### config.mk
export PLATFORM = sky130hd
export DESIGN_NAME = acrb_top
export DESIGN_NICKNAME = d
export VERILOG_FILES = /design/src/core/acrb_regbank.v /design/src/core/acrb_top.v
export VERILOG_INCLUDE_DIRS = /design/src /design/src/core
export SDC_FILE = /design/constraint.sdc
export NUM_CORES = 1
export LEC_CHECK = 0
export ABC_CLOCK_PERIOD_IN_PS = 2900
export BUFFER_PORTS_ARGS = -buffer_cell sky130_fd_sc_hd__buf_2
export CORE_ASPECT_RATIO = 1.75
export CORE_MARGIN = 1
export CORE_UTILIZATION = 29
export DETAILED_ROUTE_END_ITERATION = 6
export SKIP_CTS_REPAIR_TIMING = 1
export SLEW_MARGIN = 10
export SYNTH_ARGS = -nofsm -noshare
export SYNTH_HDL_FRONTEND = slang
export SYNTH_SLANG_ARGS = --single-unit
### constraint.sdc
create_clock -name clock_i -period 2.9 [get_ports clock_i]
set_clock_uncertainty 0.2 [all_clocks]
set_input_delay 0.58 -clock clock_i [delete_from_list [all_inputs] [get_ports clock_i]]
set_output_delay 0.58 -clock clock_i [all_outputs]
set_load 0.05 [all_outputs]
### src/core/acrb_defs.vh
// Purpose: constants of the converter configuration register bank
// Assumes: 15-bit register addresses, 8-bit registers
// Notes:   definitions only
`ifndef ACRB_DEFS_VH
`define ACRB_DEFS_VH

// serial frame layout
`define ACRB_INSTR_LAST      4'hF
`define ACRB_BYTE_LAST       4'h7
`define ACRB_INSTR_RD_BIT    14
`define ACRB_ADDR_W          15

// first serial configuration register
`define ACRB_CFG_OFS         15'h0000
`define ACRB_CFG_RST         8'h00
`define ACRB_RST_HI_BIT      7
`define ACRB_DIR_BIT         5
`define ACRB_FOUR_BIT        4
`define ACRB_RST_LO_BIT      0

// bank address range
`define ACRB_BANK_FIRST      15'h005C
`define ACRB_BANK_LAST       15'h0071
`define ACRB_BANK_DEPTH      22

// offsets of the bank registers
`define ACRB_CH2_PAT0_OFS    15'h005C
`define ACRB_CH2_PAT1_OFS    15'h005D
`define ACRB_CH2_PAT2_OFS    15'h005E
`define ACRB_CH2_PAT3_OFS    15'h005F
`define ACRB_CH3_SPAN_OFS    15'h0060
`define ACRB_CH3_OFS0_OFS    15'h0061
`define ACRB_CH3_OFS1_OFS    15'h0062
`define ACRB_CH3_OFS2_OFS    15'h0063
`define ACRB_CH3_GAIN0_OFS   15'h0064
`define ACRB_CH3_GAIN1_OFS   15'h0065
`define ACRB_CH3_PHS0_OFS    15'h0066
`define ACRB_CH3_PHS1_OFS    15'h0067
`define ACRB_CH3_HI0_OFS     15'h0068
`define ACRB_CH3_HI1_OFS     15'h0069
`define ACRB_CH3_HI2_OFS     15'h006A
`define ACRB_CH3_LO0_OFS     15'h006B
`define ACRB_CH3_LO1_OFS     15'h006C
`define ACRB_CH3_LO2_OFS     15'h006D
`define ACRB_CH3_PAT0_OFS    15'h006E
`define ACRB_CH3_PAT1_OFS    15'h006F
`define ACRB_CH3_PAT2_OFS    15'h0070
`define ACRB_CH3_PAT3_OFS    15'h0071

// reset values (those that are not zero, then the zero default)
`define ACRB_CH2_PAT0_RST    8'h2A
`define ACRB_CH2_PAT1_RST    8'h3C
`define ACRB_CH2_PAT2_RST    8'hCE
`define ACRB_CH2_PAT3_RST    8'h2A
`define ACRB_CH3_SPAN_RST    8'h0F
`define ACRB_CH3_GAIN1_RST   8'h80
`define ACRB_CH3_HI0_RST     8'hF0
`define ACRB_CH3_HI1_RST     8'hFF
`define ACRB_CH3_HI2_RST     8'h7F
`define ACRB_CH3_LO2_RST     8'h80
`define ACRB_CH3_PAT0_RST    8'h2A
`define ACRB_CH3_PAT1_RST    8'h3C
`define ACRB_CH3_PAT2_RST    8'hCE
`define ACRB_CH3_PAT3_RST    8'h3A
`define ACRB_ZERO_RST        8'h00

// writable bits; reserved bits stay zero
`define ACRB_SPAN_MASK       8'h0F
`define ACRB_LOW_NIB_MASK    8'hF0
`define ACRB_FULL_MASK       8'hFF

`endif

### src/core/acrb_regbank.v
// Purpose: channel two/three calibration and test-pattern bytes
// Assumes: one write per cycle, read data registered
// Notes:   reserved bits are never stored and read zero
`timescale 1ns/1ps
`include "acrb_defs.vh"

module acrb_regbank (
   input  wire        clock_i,
   input  wire        resetn_i,
   input  wire        soft_reset_i,
   input  wire        wr_en_i,
   input  wire [14:0] addr_i,
   input  wire [7:0]  wr_data_i,
   output wire [7:0]  rd_data_o
);

   // default value of each byte
   function [7:0] rst_val;
      input [14:0] a;
      begin
         case (a)
            `ACRB_CH2_PAT0_OFS: rst_val = `ACRB_CH2_PAT0_RST;
            `ACRB_CH2_PAT1_OFS: rst_val = `ACRB_CH2_PAT1_RST;
            `ACRB_CH2_PAT2_OFS: rst_val = `ACRB_CH2_PAT2_RST;
            `ACRB_CH2_PAT3_OFS: rst_val = `ACRB_CH2_PAT3_RST;
            `ACRB_CH3_SPAN_OFS: rst_val = `ACRB_CH3_SPAN_RST;
            `ACRB_CH3_GAIN1_OFS: rst_val = `ACRB_CH3_GAIN1_RST;
            `ACRB_CH3_HI0_OFS: rst_val = `ACRB_CH3_HI0_RST;
            `ACRB_CH3_HI1_OFS: rst_val = `ACRB_CH3_HI1_RST;
            `ACRB_CH3_HI2_OFS: rst_val = `ACRB_CH3_HI2_RST;
            `ACRB_CH3_LO2_OFS: rst_val = `ACRB_CH3_LO2_RST;
            `ACRB_CH3_PAT0_OFS: rst_val = `ACRB_CH3_PAT0_RST;
            `ACRB_CH3_PAT1_OFS: rst_val = `ACRB_CH3_PAT1_RST;
            `ACRB_CH3_PAT2_OFS: rst_val = `ACRB_CH3_PAT2_RST;
            `ACRB_CH3_PAT3_OFS: rst_val = `ACRB_CH3_PAT3_RST;
            default: rst_val = `ACRB_ZERO_RST;
         endcase
      end
   endfunction

   // writable bits of each byte
   function [7:0] wr_mask;
      input [14:0] a;
      begin
         case (a)
            `ACRB_CH3_SPAN_OFS: wr_mask = `ACRB_SPAN_MASK;
            `ACRB_CH3_OFS0_OFS: wr_mask = `ACRB_LOW_NIB_MASK;
            `ACRB_CH3_HI0_OFS: wr_mask = `ACRB_LOW_NIB_MASK;
            `ACRB_CH3_LO0_OFS: wr_mask = `ACRB_LOW_NIB_MASK;
            default: wr_mask = `ACRB_FULL_MASK;
         endcase
      end
   endfunction

   wire [7:0]  byte_w [0:`ACRB_BANK_DEPTH-1];
   wire [14:0] index_w = addr_i - `ACRB_BANK_FIRST;
   wire        in_bank_w = (addr_i >= `ACRB_BANK_FIRST) &&
                           (addr_i <= `ACRB_BANK_LAST);
   reg  [7:0]  rd_data_q;

   // one storage byte per address, low byte at the low address
   genvar gi;
   generate
      for (gi = 0; gi < `ACRB_BANK_DEPTH; gi = gi + 1) begin : g_byte
         localparam [31:0] ADDR_FULL = `ACRB_BANK_FIRST + gi;
         localparam [14:0] ADDR      = ADDR_FULL[14:0];
         reg [7:0] val_q;
         always @(posedge clock_i or negedge resetn_i) begin
            if (!resetn_i) begin
               val_q <= rst_val(ADDR);
            end else if (soft_reset_i) begin
               val_q <= rst_val(ADDR);
            end else if (wr_en_i && (addr_i == ADDR)) begin
               val_q <= wr_data_i & wr_mask(ADDR);
            end
         end
         assign byte_w[gi] = val_q;
      end
   endgenerate

   // registered read, zero outside the bank
   always @(posedge clock_i or negedge resetn_i) begin
      if (!resetn_i) begin
         rd_data_q <= 8'h00;
      end else if (in_bank_w) begin
         rd_data_q <= byte_w[index_w[4:0]];
      end else begin
         rd_data_q <= 8'h00;
      end
   end

   assign rd_data_o = rd_data_q;

endmodule // acrb_regbank

### src/core/acrb_top.v
// Purpose: serial configuration slave with config byte and channel bank
// Assumes: serial clock half period of at least four clock_i cycles;
//          mode 0 framing, 16-bit instruction then data bytes, MSB first;
//          the redirect input already lives on the clock_i domain
// Notes:   pins pass two flip-flops; read bits change on falling edges;
//          a partial byte at select rise is dropped, nothing is stored;
//          a direction bit written in a frame first steers the step after the next byte;
//          the bank read is registered, so the fall that launches a
//          byte must come two or more cycles after the address steps;
//          only the data phase of a read frame drives any pin
//
// Contract
// - soft reset only when one write sets both reset flags together
// - soft reset restores defaults but keeps direction and four-wire bits
// - direction bit 0: address steps down after each streamed data byte
// - direction bit 1: address steps up after each streamed data byte
// - four-wire bit 0: data both ways on bidir pin, out pin released
// - four-wire bit 1: reads on out pin, or lane zero when redirected
`timescale 1ns/1ps
`include "acrb_defs.vh"

module acrb_top (
   input  wire clock_i,
   input  wire resetn_i,
   input  wire config_chip_select_n_i,
   input  wire config_serial_clock_i,
   input  wire config_serial_bidir_pin_i,
   output wire config_serial_bidir_pin_o,
   output wire config_serial_bidir_pin_oe_o,
   output wire config_serial_out_pin_o,
   output wire config_serial_out_pin_oe_o,
   input  wire config_readback_lane_redirect_i,
   output wire conversion_output_lane_zero_o,
   output wire conversion_output_lane_zero_oe_o,
   output wire four_wire_enable_o,
   output wire address_ascending_o,
   output wire soft_reset_pulse_o
);

   // frame phases
   localparam PH_IDLE  = 2'b00;
   localparam PH_INSTR = 2'b01;
   localparam PH_WRITE = 2'b10;
   localparam PH_READ  = 2'b11;

   // pin synchronisers: [0] select, [1] clock, [2] data in
   reg  [2:0]  sync1_q;
   reg  [2:0]  sync2_q;
   reg         sclk_dly_q;
   wire [2:0]  pins_w = {config_serial_bidir_pin_i,
                         config_serial_clock_i,
                         config_chip_select_n_i};

   // frame state
   reg  [1:0]  phase_q;
   reg  [3:0]  cnt_q;
   reg  [15:0] shift_q;
   reg  [14:0] addr_q;
   reg  [7:0]  tx_q;

   // first configuration register
   reg         rst_hi_q;
   reg         rst_lo_q;
   reg         dir_q;
   reg         four_q;
   reg         soft_rst_q;

   // pin drivers
   reg         bidir_q;
   reg         bidir_oe_q;
   reg         out_q;
   reg         out_oe_q;
   reg         lane_q;
   reg         lane_oe_q;

   // synced pin views and serial clock edges
   wire        cs_n_w = sync2_q[0];
   wire        din_w  = sync2_q[2];
   wire        rise_w = sync2_q[1] & ~sclk_dly_q;
   wire        fall_w = ~sync2_q[1] & sclk_dly_q;

   // byte completion and write decode
   wire        byte_end_w = rise_w && (cnt_q == `ACRB_BYTE_LAST);
   wire [7:0]  wr_byte_w = {shift_q[6:0], din_w};
   wire        wr_done_w = (phase_q == PH_WRITE) && byte_end_w && !cs_n_w;
   wire        cfg_hit_w = (addr_q == `ACRB_CFG_OFS);
   wire        bank_wr_w = wr_done_w && !cfg_hit_w;

   // read path and reset event
   wire        rd_fall_w = fall_w && (phase_q == PH_READ) && !cs_n_w;
   wire        soft_evt_w;
   wire [7:0]  bank_rd_w;
   wire [7:0]  cfg_byte_w;
   wire [7:0]  rd_byte_w;
   wire        next_bit_w;

   // next streamed address
   function [14:0] step_addr;
      input [14:0] a;
      input        up;
      begin
         if (up) begin
            step_addr = a + 15'h0001;
         end else begin
            step_addr = a - 15'h0001;
         end
      end
   endfunction

   // two flip-flops on every pin input
   genvar gi;
   generate
      for (gi = 0; gi < 3; gi = gi + 1) begin : g_sync
         always @(posedge clock_i or negedge resetn_i) begin
            if (!resetn_i) begin
               // idle levels: select high, clock low, data high
               sync1_q[gi] <= (gi == 1) ? 1'b0 : 1'b1;
               sync2_q[gi] <= (gi == 1) ? 1'b0 : 1'b1;
            end else begin
               sync1_q[gi] <= pins_w[gi];
               sync2_q[gi] <= sync1_q[gi];
            end
         end
      end
   endgenerate

   // delayed serial clock for edge detection
   always @(posedge clock_i or negedge resetn_i) begin
      if (!resetn_i) begin
         sclk_dly_q <= 1'b0;
      end else begin
         sclk_dly_q <= sync2_q[1];
      end
   end

   // both reset flags in one write
   assign soft_evt_w = wr_done_w && cfg_hit_w &&
                       wr_byte_w[`ACRB_RST_HI_BIT] &&
                       wr_byte_w[`ACRB_RST_LO_BIT];

   // first configuration register
   always @(posedge clock_i or negedge resetn_i) begin
      if (!resetn_i) begin
         rst_hi_q <= 1'b0;
         rst_lo_q <= 1'b0;
         dir_q    <= 1'b0;
         four_q   <= 1'b0;
      end else if (soft_evt_w) begin
         // flags clear, mode bits hold their values
         rst_hi_q <= 1'b0;
         rst_lo_q <= 1'b0;
      end else if (wr_done_w && cfg_hit_w) begin
         // plain write of the config byte
         rst_hi_q <= wr_byte_w[`ACRB_RST_HI_BIT];
         rst_lo_q <= wr_byte_w[`ACRB_RST_LO_BIT];
         dir_q    <= wr_byte_w[`ACRB_DIR_BIT];
         four_q   <= wr_byte_w[`ACRB_FOUR_BIT];
      end
   end

   // one-cycle marker of a software reset
   always @(posedge clock_i or negedge resetn_i) begin
      if (!resetn_i) begin
         soft_rst_q <= 1'b0;
      end else begin
         soft_rst_q <= soft_evt_w;
      end
   end

   // config byte as read back, reserved bits zero
   assign cfg_byte_w = {rst_hi_q, 1'b0, dir_q, four_q, 3'b000, rst_lo_q};

   // channel bank
   acrb_regbank u_bank (
      .clock_i      (clock_i),
      .resetn_i     (resetn_i),
      .soft_reset_i (soft_evt_w),
      .wr_en_i      (bank_wr_w),
      .addr_i       (addr_q),
      .wr_data_i    (wr_byte_w),
      .rd_data_o    (bank_rd_w)
   );

   // read source and the bit launched at the next fall
   assign rd_byte_w  = cfg_hit_w ? cfg_byte_w : bank_rd_w;
   assign next_bit_w = (cnt_q == 4'h0) ? rd_byte_w[7] : tx_q[7];

   // frame sequencer, sampled on serial clock rises
   always @(posedge clock_i or negedge resetn_i) begin
      if (!resetn_i) begin
         phase_q <= PH_IDLE;
         cnt_q   <= 4'h0;
         shift_q <= 16'h0000;
         addr_q  <= 15'h0000;
      end else if (cs_n_w) begin
         phase_q <= PH_IDLE;
         cnt_q   <= 4'h0;
      end else begin
         case (phase_q)
            // select seen low, wait for the first rise
            PH_IDLE: begin
               phase_q <= PH_INSTR;
               cnt_q   <= 4'h0;
            end
            // sixteen instruction bits, read flag first
            PH_INSTR: begin
               if (rise_w) begin
                  shift_q <= {shift_q[14:0], din_w};
                  cnt_q   <= cnt_q + 4'h1;
                  if (cnt_q == `ACRB_INSTR_LAST) begin
                     addr_q  <= {shift_q[13:0], din_w};
                     phase_q <= shift_q[`ACRB_INSTR_RD_BIT] ?
                                PH_READ : PH_WRITE;
                  end
               end
            end
            // data bytes, stored on the eighth rise
            PH_WRITE: begin
               if (rise_w) begin
                  shift_q <= {shift_q[14:0], din_w};
                  cnt_q   <= cnt_q + 4'h1;
                  if (byte_end_w) begin
                     cnt_q  <= 4'h0;
                     addr_q <= step_addr(addr_q, dir_q);
                  end
               end
            end
            // read bytes, address steps on the eighth rise
            default: begin
               if (rise_w) begin
                  cnt_q <= cnt_q + 4'h1;
                  if (byte_end_w) begin
                     cnt_q  <= 4'h0;
                     addr_q <= step_addr(addr_q, dir_q);
                  end
               end
            end
         endcase
      end
   end

   // read shifter, advanced on serial clock falls
   always @(posedge clock_i or negedge resetn_i) begin
      if (!resetn_i) begin
         tx_q <= 8'h00;
      end else if (rd_fall_w) begin
         if (cnt_q == 4'h0) begin
            tx_q <= {rd_byte_w[6:0], 1'b0};
         end else begin
            tx_q <= {tx_q[6:0], 1'b0};
         end
      end
   end

   // pin steering by wire mode
   always @(posedge clock_i or negedge resetn_i) begin
      if (!resetn_i) begin
         bidir_q    <= 1'b0;
         bidir_oe_q <= 1'b0;
         out_q      <= 1'b0;
         out_oe_q   <= 1'b0;
         lane_q     <= 1'b0;
         lane_oe_q  <= 1'b0;
      end else if (cs_n_w) begin
         bidir_oe_q <= 1'b0;
         out_oe_q   <= 1'b0;
         lane_oe_q  <= 1'b0;
      end else if (rd_fall_w) begin
         if (!four_q) begin
            // three-wire: bit goes out on the bidir pin
            bidir_q    <= next_bit_w;
            bidir_oe_q <= 1'b1;
            out_oe_q   <= 1'b0;
            lane_oe_q  <= 1'b0;
         end else if (config_readback_lane_redirect_i) begin
            // four-wire, redirected to lane zero
            lane_q     <= next_bit_w;
            lane_oe_q  <= 1'b1;
            bidir_oe_q <= 1'b0;
            out_oe_q   <= 1'b0;
         end else begin
            // four-wire: dedicated out pin
            out_q      <= next_bit_w;
            out_oe_q   <= 1'b1;
            bidir_oe_q <= 1'b0;
            lane_oe_q  <= 1'b0;
         end
      end
   end

   // all outputs straight from flip-flops
   assign config_serial_bidir_pin_o        = bidir_q;
   assign config_serial_bidir_pin_oe_o     = bidir_oe_q;
   assign config_serial_out_pin_o          = out_q;
   assign config_serial_out_pin_oe_o       = out_oe_q;
   assign conversion_output_lane_zero_o    = lane_q;
   assign conversion_output_lane_zero_oe_o = lane_oe_q;
   assign four_wire_enable_o               = four_q;
   assign address_ascending_o              = dir_q;
   assign soft_reset_pulse_o               = soft_rst_q;

endmodule // acrb_top

==> metrics.md, run 1 <==
| Metric | Value |
|---|---|
| Total routing resource utilization after global routing | ~15% |
| Pwr dens | 495 nW/um^2 |
| Rel. slew slack | between 30% and 40% |
| Maximum resistive drop on vdd | 0.353 mV |
| Area share of the largest cell type after synthesis | 35.7% |
| Worst hold margin | approximately 140 ps |
| Worst min-delay path class | primary input to register |
| Count of distinct cell types in the synthesized netlist | between 60 and 70 |
| FF-to-FF Start | address_ascending_o$_DFFE_PN0P_ |
| Die extent in y | approximately 270 microns |
| Vias in the first global route | 9026 |
| Post-DP HPWL | 21900 microns |
| Detail-routed via count per cell | 5.07 |
| Initial DRT Pass Iterations | 6 |
| CP Launch Type | register |
| Count of cells along the worst register-to-register path | 8 |
| Setup repair after global routing missed its margin | false |
| Worst R2R End | addr_q[10]$_DFFE_PN0P_ |
| Die W | 155 microns |
| Max Clk Rate | approximately 370 MHz |
| Antenna violations before repair | 0 |
| Synthesized area per cell | 10.5 sq um |
| Clock-pin transition on the worst setup and hold timing paths | 70 ps |
| Library cell used as clock root buffer | sky130_fd_sc_hd__clkbuf_16 |
| Clock Sinks | 229 |
| Post-synth design cell area | roughly 12000 sq um |
| Remaining antenna violation count | 0 |
| Min cycle time layout | 2730 ps |
| Cells after synthesis | 1130 |
| Setup Viol. Count Final | 0 |
| HP Start | config_readback_lane_redirect_i |
| Number of buffers added on ports | 14 |
| Antenna diodes | 0 |
| Max Fanout on Critical Path | 3 |
| Synth top cells by count | 169 x sky130_fd_sc_hd__dfrtp_1, 135 x sky130_fd_sc_hd__nand2_1, 121 x sky130_fd_sc_hd__nor2_1 |
| Critical path buffers and inverters | 1 |
| Part of the Yosys area used for sequential elements | 49.0% |
| Largest net degree at the start of global routing | 88 |
| Data arrival time of the critical path | 2930 ps |
| Worst-skew pair later-pin latency | 540 ps |
| Cell types with the largest area share after synthesis | sky130_fd_sc_hd__dfrtp_1 36%, sky130_fd_sc_hd__dfstp_2 13%, sky130_fd_sc_hd__mux2i_1 10% |
| Number of placed I/O pins | 15 |
| Area grow syn2layout | 15.3% |
| Number of placed instances with taps included | roughly 1700 |
| CTS tree | yes |
| Final design utilization | 34.0% |
| Worst path required time | 3110 ps |
| Wire length per cell | 18.5 microns |
| Placeable Area | 40200 sq um |
| Worst Setup End Kind | register |
| DRC violation count after routing | 0 |
| Classification of the worst setup path | register to register |
| Aggregate routed wire length | 31600 microns |
| Non-filler cells, final | ~1700 |
| Outcome | finished clean |
| Starting DRT DRC Count | 560 |
| Routability Congestion | approximately 0.87 |
| Total number of nets in the final design | 1183 |
| Share of post-route cells with drive strength above 1 | 22.9% |
| Transition time at the pin with the least slew margin | 906 ps |
| Clock tree buffer depth | 3 |
| Portion of the clock cycle consumed by the worst path in the final layout | 94.0% |
| Fraction of registers with async set or reset after synthesis | 100% |
| Yosys Warn Count | 0 |
| Static Leakage | 6.71 nW |
| Max-slew violation total from the final report | 0 |
| Largest incremental delay on the critical path | approximately 450 ps |
| Overall power consumption | 6.76 mW |
| Net count of the mapped netlist | 1160 |
| Top cell type by total area after synthesis | sky130_fd_sc_hd__dfrtp_1 |
| Yosys reg bits | 229 |
| Post-synth EDFFs | 0 |
| Worst R2R Setup Slack | approximately 170 ps |
| Storage element area | just under 6000 sq um |
| Cell with the most instances after synthesis | sky130_fd_sc_hd__dfrtp_1 |
| # fillers | around 4000 |
| Total congestion overflow | 0 |
| Critical path's slowest cell | sky130_fd_sc_hd__fa_1 |
| Count of standard-cell rows | 97 |
| Via total after detailed routing | about 8700 |
| Prevailing post-synth register cell | sky130_fd_sc_hd__dfrtp_1 |
| First-pass GRT wire length | 50600 microns |
| Effective utilization at floorplan | 29.5% |
| Hold violation total from the final report | 0 |
| Maximum Capacitance Violations | 0 |
| Cell depth of the worst min-delay path | 3 |
| Depth of the CTS H-tree | 1 |
| Die Outline Area | 41700 sq um |
| Total clock buffers created by CTS | 22 |
| Multi-input gate area in the final layout | 5630 sq um |
| Hold Path End | conversion_output_lane_zero_oe_o$_DFFE_PN0P_ |
| Family with the most delay on the worst path | compound AO/OA/AOI/OAI gates |
| Sequence of cells on the critical path | buf_4 -> fa_1 -> nand2b_1 -> a21oi_1 -> o21ai_0 -> o21ai_1 -> mux2i_1 -> o211ai_1 |
| Final total negative setup slack | 0 ps |
how the worst max path moves through the flow:
stage                                     from                                      to  cells past startpoint
6_report       address_ascending_o$_DFFE_PN0P_                  addr_q[10]$_DFFE_PN0P_                      8
5_1_grt                  addr_q[7]$_DFFE_PN0P_  u_bank.g_byte[11].val_q[6]$_DFFE_PN0P_                      8
4_1_cts        address_ascending_o$_DFFE_PN0P_                  addr_q[10]$_DFFE_PN0P_                      8
3_5_place_dp   address_ascending_o$_DFFE_PN0P_                  addr_q[10]$_DFFE_PN0P_                      8
3_3_place_gp   address_ascending_o$_DFFE_PN0P_                  addr_q[10]$_DFFE_PN0P_                      8
2_1_floorplan            addr_q[2]$_DFFE_PN0P_  u_bank.g_byte[20].val_q[0]$_DFFE_PN0P_                     12
cell usage in the layout (no fill, tap or decap), types with 9 or more instances in the layout:
master                        n
sky130_fd_sc_hd__nor3_1      19
sky130_fd_sc_hd__buf_12      10
sky130_fd_sc_hd__clkbuf_16   22
sky130_fd_sc_hd__nor2_1     121
sky130_fd_sc_hd__buf_4       56
sky130_fd_sc_hd__mux2i_1    119
sky130_fd_sc_hd__buf_2       13
sky130_fd_sc_hd__nand2_1    135
sky130_fd_sc_hd__a211oi_1     9
sky130_fd_sc_hd__inv_1       13
sky130_fd_sc_hd__a21oi_1     60
sky130_fd_sc_hd__dfstp_2     60
sky130_fd_sc_hd__a22oi_1     12
sky130_fd_sc_hd__nand3_1     66
sky130_fd_sc_hd__mux4_2      29
sky130_fd_sc_hd__dfrtp_1    167
sky130_fd_sc_hd__ha_1        23
sky130_fd_sc_hd__o21ai_0     41
sky130_fd_sc_hd__a21o_1      12
sky130_fd_sc_hd__mux2_2      30
state kept, by name, indices dropped and copies added (netlist names), 2 cells and up:
signal	flops
cnt_q	4
sync1_q	3
phase_q	2
u_bank.rd_data_o	8
shift_q	15
u_bank.g_byte.val_q	160
addr_q	15
tx_q	7
metrics by stage:
step                      instance area (sq um)  setup slack, ps
after floorplan                           11900             4.19
after global placement                    12900              191
after detailed placement                  12900              155
after CTS                                 13600              136
after global routing                      13700             20.7
final                                     13700              175
where the power goes:
part           total [mW]  internal [mW]  leakage, nW  switching [mW]
combinational       0.458          0.151         3.39           0.307
sequential           3.35           3.23         2.96           0.114
clock                2.96           1.69        0.362            1.27
cell type report:
cell class	instances	share of cell area (%)
multi-input combinational	799	41.2
clock inverter	8	0.742
sequential	229	42.6
timing repair buffer	84	5.42
tap	544	4.98
inverter	17	0.467
clock buffer	32	4.60
kinds of logic after synthesis:
logic type | count (synthesis) | synth area share [%]
AND/OR/NAND/NOR | 402 | 15.7
buffers and inverters | 102 | 3.61
flip-flops | 229 | 49.0
multiplexers | 179 | 18.6
XOR/XNOR | 14 | 1.04
AO/OA/AOI/OAI | 180 | 9.42
adder cells (fa/ha/maj) | 24 | 2.60
tightest hold or removal path, cell delays in order:
cell,delay [ps]
sky130_fd_sc_hd__buf_2,90
sky130_fd_sc_hd__nand3_1,90
sky130_fd_sc_hd__nand2_1,80
layer usage:
metal | up-vias | wire (microns) | track usage [%]
met5 | - | 0 | 0
met4 | 0 | 1820 | 9.15
li1 | 4046 | - | -
met2 | 196 | 17200 | 29.1
met3 | 74 | 948 | 1.29
met1 | 4375 | 11700 | 16.6
Note: power is estimated with default switching activity, not from simulation.
==> run 2, diff against run 1 <==
--- a/config.mk
+++ b/config.mk
@@ -10,8 +10,9 @@
 export BUFFER_PORTS_ARGS = -buffer_cell sky130_fd_sc_hd__buf_2
 export CORE_ASPECT_RATIO = 1.75
 export CORE_MARGIN = 1
-export CORE_UTILIZATION = 29
+export CORE_UTILIZATION = 50
 export DETAILED_ROUTE_END_ITERATION = 6
+export PLACE_DENSITY = 0.68
 export SKIP_CTS_REPAIR_TIMING = 1
 export SLEW_MARGIN = 10
 export SYNTH_ARGS = -nofsm -noshare
==> run 2 against run 1 <==
Compared with the run above:
- global-route usage up 10 points
- wire length is 6.3% lower
- critical path depth is the same
- combinational power down 33%
- cell count fell by 15%
- count of clock-buffer cells in the layout up 6
- power fell by 3.5%
- via count down 0.97%
- sequential power rose by 3%
- register-to-register slack barely moved
- setup slack got worse by 9.0 ps
- critical endpoint is now u_bank.g_byte[7].val_q[0]$_DFFE_PN0P_
- largest cell class unchanged
- highest routed layer unchanged
==> metrics.md, run 2 (synthesis gave the netlist of run 1 again) <==
| Metric | Value |
|---|---|
| Outcome | finished clean |
| Worst path required time | 3080 ps |
| Sequence of cells on the critical path | nor4_1 -> nand3_1 -> buf_4 -> nor4_4 -> buf_12 -> nand3_2 -> nand3_1 -> o21ai_0 |
| Vias in the first global route | 8910 |
| Most common cell after layout, fill and taps aside | sky130_fd_sc_hd__dfrtp_1 |
| Number of buffers added on ports | 14 |
| Classification of the worst setup path | register to register |
| Placeable Area | 23300 sq um |
| Detail-routed via count per cell | 5.90 |
| Hold violation total from the final report | 0 |
| Clock Sinks | 229 |
| Depth of the CTS H-tree | 1 |
| Pwr dens | 494 nW/um^2 |
| Final total negative setup slack | 0 ps |
| Max Clk Rate | 366 MHz |
| First-pass GRT wire length | about 48000 microns |
| Combinational share of power | under 10% |
| Total number of nets in the final design | approximately 1200 |
| Total clock buffers created by CTS | 22 |
| Psw | 1.60 mW |
| Share of total power in the clock network | between 40% and 50% |
| Setup repair after global routing missed its margin | false |
| Largest incremental delay on the critical path | about 500 ps |
| Portion of the clock cycle consumed by the worst path in the final layout | 94.3% |
| Switching Share | 24.6% |
| Largest net degree at the start of global routing | 69 |
| Most used cells in the layout excluding fill and tap cells | 167 x sky130_fd_sc_hd__dfrtp_1, 135 x sky130_fd_sc_hd__nand2_1, 121 x sky130_fd_sc_hd__nor2_1 |
| Aggregate routed wire length | between 20000 and 30000 microns |
| Total congestion overflow | 0 |
| Clock tree buffer depth | 3 |
| Antenna diodes | 0 |
| Via total after detailed routing | 8607 |
| Design internal power | 4.92 mW |
| Antenna violations before repair | 0 |
| Overall power consumption | between 6 and 7 mW |
| Critical path's slowest cell | sky130_fd_sc_hd__nor4_1 |
| Area grow syn2layout | 11.4% |
| CP Launch Type | register |
| Routability Congestion | 0.906 |
| Effective utilization at floorplan | 50.7% |
| Total placed instance area | about 12000 sq um |
| Data arrival time of the critical path | 2920 ps |
| Rel. slew slack | 29.1% |
| Die extent in y | 206 microns |
| Die W | 118 microns |
| DRC violation count after routing | 0 |
| Max-slew violation total from the final report | 0 |
| Post-DP HPWL | between 15000 and 20000 microns |
| Count of standard-cell rows | 74 |
| CTS tree | yes |
| Most frequent cell on the critical path | sky130_fd_sc_hd__nand3_1 |
| Die Outline Area | 24300 sq um |
| Wire length per cell | 20.3 microns |
| DP Worst Slack | 190 ps |
| Number of flip-flops in the largest register | 160 |
| Worst Setup End Kind | register |
| Max Fanout on Critical Path | 24 |
| Remaining antenna violation count | 0 |
| Worst min-delay path class | register to register |
| Library cell used as clock root buffer | sky130_fd_sc_hd__clkbuf_16 |
| GRT Max-Usage Layer | met2 |
| Maximum resistive drop on vdd | 0.354 mV |
| Top flop regs | u_bank.g_byte.val_q (160), addr_q (15), shift_q (15) |
| Initial DRT Pass Iterations | 5 |
| Clock-pin transition on the worst setup and hold timing paths | ~60 ps |
| Setup Viol. Count Final | 0 |
| Area of all placed cells without fillers | about 13000 sq um |
| Met1 Usage GRT | 29.5% |
| Part of the total power dissipated in sequential elements | 52.9% |
| Most flop-heavy register | u_bank.g_byte.val_q |
| # fillers | ~2000 |
| Total routing resource utilization after global routing | 25.4% |
| Min cycle time layout | 2730 ps |
| Transition time at the pin with the least slew margin | 1060 ps |
| Starting DRT DRC Count | 522 |
| Final Worst Setup Slack | approximately 170 ps |
| Maximum Capacitance Violations | 0 |
| Share of post-route cells with drive strength above 1 | 21.6% |
| Met3 usage in global routing | between 2 and 3% |
| Met2 Resource Use GR | 45.2% |
| Number of placed I/O pins | 15 |
| Static Leakage | 6.62 nW |
| Worst-skew pair later-pin latency | 520 ps |
-- run 2: cell count changes in the layout (fill, tap and decap cells not counted) --
cell and delta:
sky130_fd_sc_hd__clkinv_2 -4, sky130_fd_sc_hd__buf_4 -14, sky130_fd_sc_hd__clkbuf_1 +4, sky130_fd_sc_hd__clkbuf_8 +2
sky130_fd_sc_hd__o21ai_1 -1, sky130_fd_sc_hd__bufinv_16 -2, sky130_fd_sc_hd__buf_12 -1, sky130_fd_sc_hd__o21ai_0 +1
-- run 2: final cells by class --
cell class / count / area [sq um] / share of cell area [%]
sequential: 229 / 5810 / 44.0
multi-input combinational: 799 / 5630 / 42.7
clock buffer: 38 / 671 / 5.08
timing repair buffer: 69 / 616 / 4.67
tap: 304 / 380 / 2.88
inverter: 17 / 63.8 / 0.484
clock inverter: 2 / 21.3 / 0.161
-- run 2: path summary, 6_finish.rpt --
check                                            start                                    end  slack, ps  cells after the start
worst max-delay path            addr_q[13]$_DFFE_PN0P_  u_bank.g_byte[7].val_q[0]$_DFFE_PN0P_        170                      8
worst min-delay path              sync1_q[1]$_DFF_PN0_                   sync2_q[1]$_DFF_PN0_        150                      0
worst max register to register  addr_q[13]$_DFFE_PN0P_  u_bank.g_byte[7].val_q[0]$_DFFE_PN0P_        170                      8
worst min register to register    sync1_q[1]$_DFF_PN0_                   sync2_q[1]$_DFF_PN0_        150                      0
max in group asynchronous                     resetn_i                       cs_n_w$_DFF_PN1_       1300                      3
min in group asynchronous                     resetn_i  u_bank.g_byte[7].val_q[6]$_DFFE_PN0P_        400                      2
-- run 2: worst max-delay path: cells and delay by family, from the launching register on --
family | cells | cell delay [ps]
buf+inv | 2 | 430
flops | 1 | 440
compound gates | 1 | 100
simple gates | 5 | 1410
-- run 2: per-stage QoR --
stage	instances	util (%)	hold slack, ps
6_report	1458	56.5	149
5_1_grt	1458	56.5	160
2_1_floorplan	1130	-	84.4
4_1_cts	1454	56.4	-175
3_5_place_dp	1414	53.4	136
3_3_place_gp	1414	53.4	133
-- run 2: routing by layer --
metal | up-vias | share of wire, %
met3 | 79 | 3.5
met4 | 0 | 5.8
met1 | 4332 | 40
met5 | - | 0
li1 | 4008 | -
met2 | 188 | 51
-- run 2: power by group through the flow --
stage | Sequential (mW) | Combinational, mW | Clock (mW)
2_1_floorplan | 3.32 | 0.260 | 0
3_3_place_gp | 3.50 | 0.303 | 0
3_5_place_dp | 3.50 | 0.306 | 0
4_1_cts | 3.44 | 0.308 | 2.84
5_1_grt | 3.45 | 0.339 | 2.93
6_report | 3.45 | 0.307 | 2.77
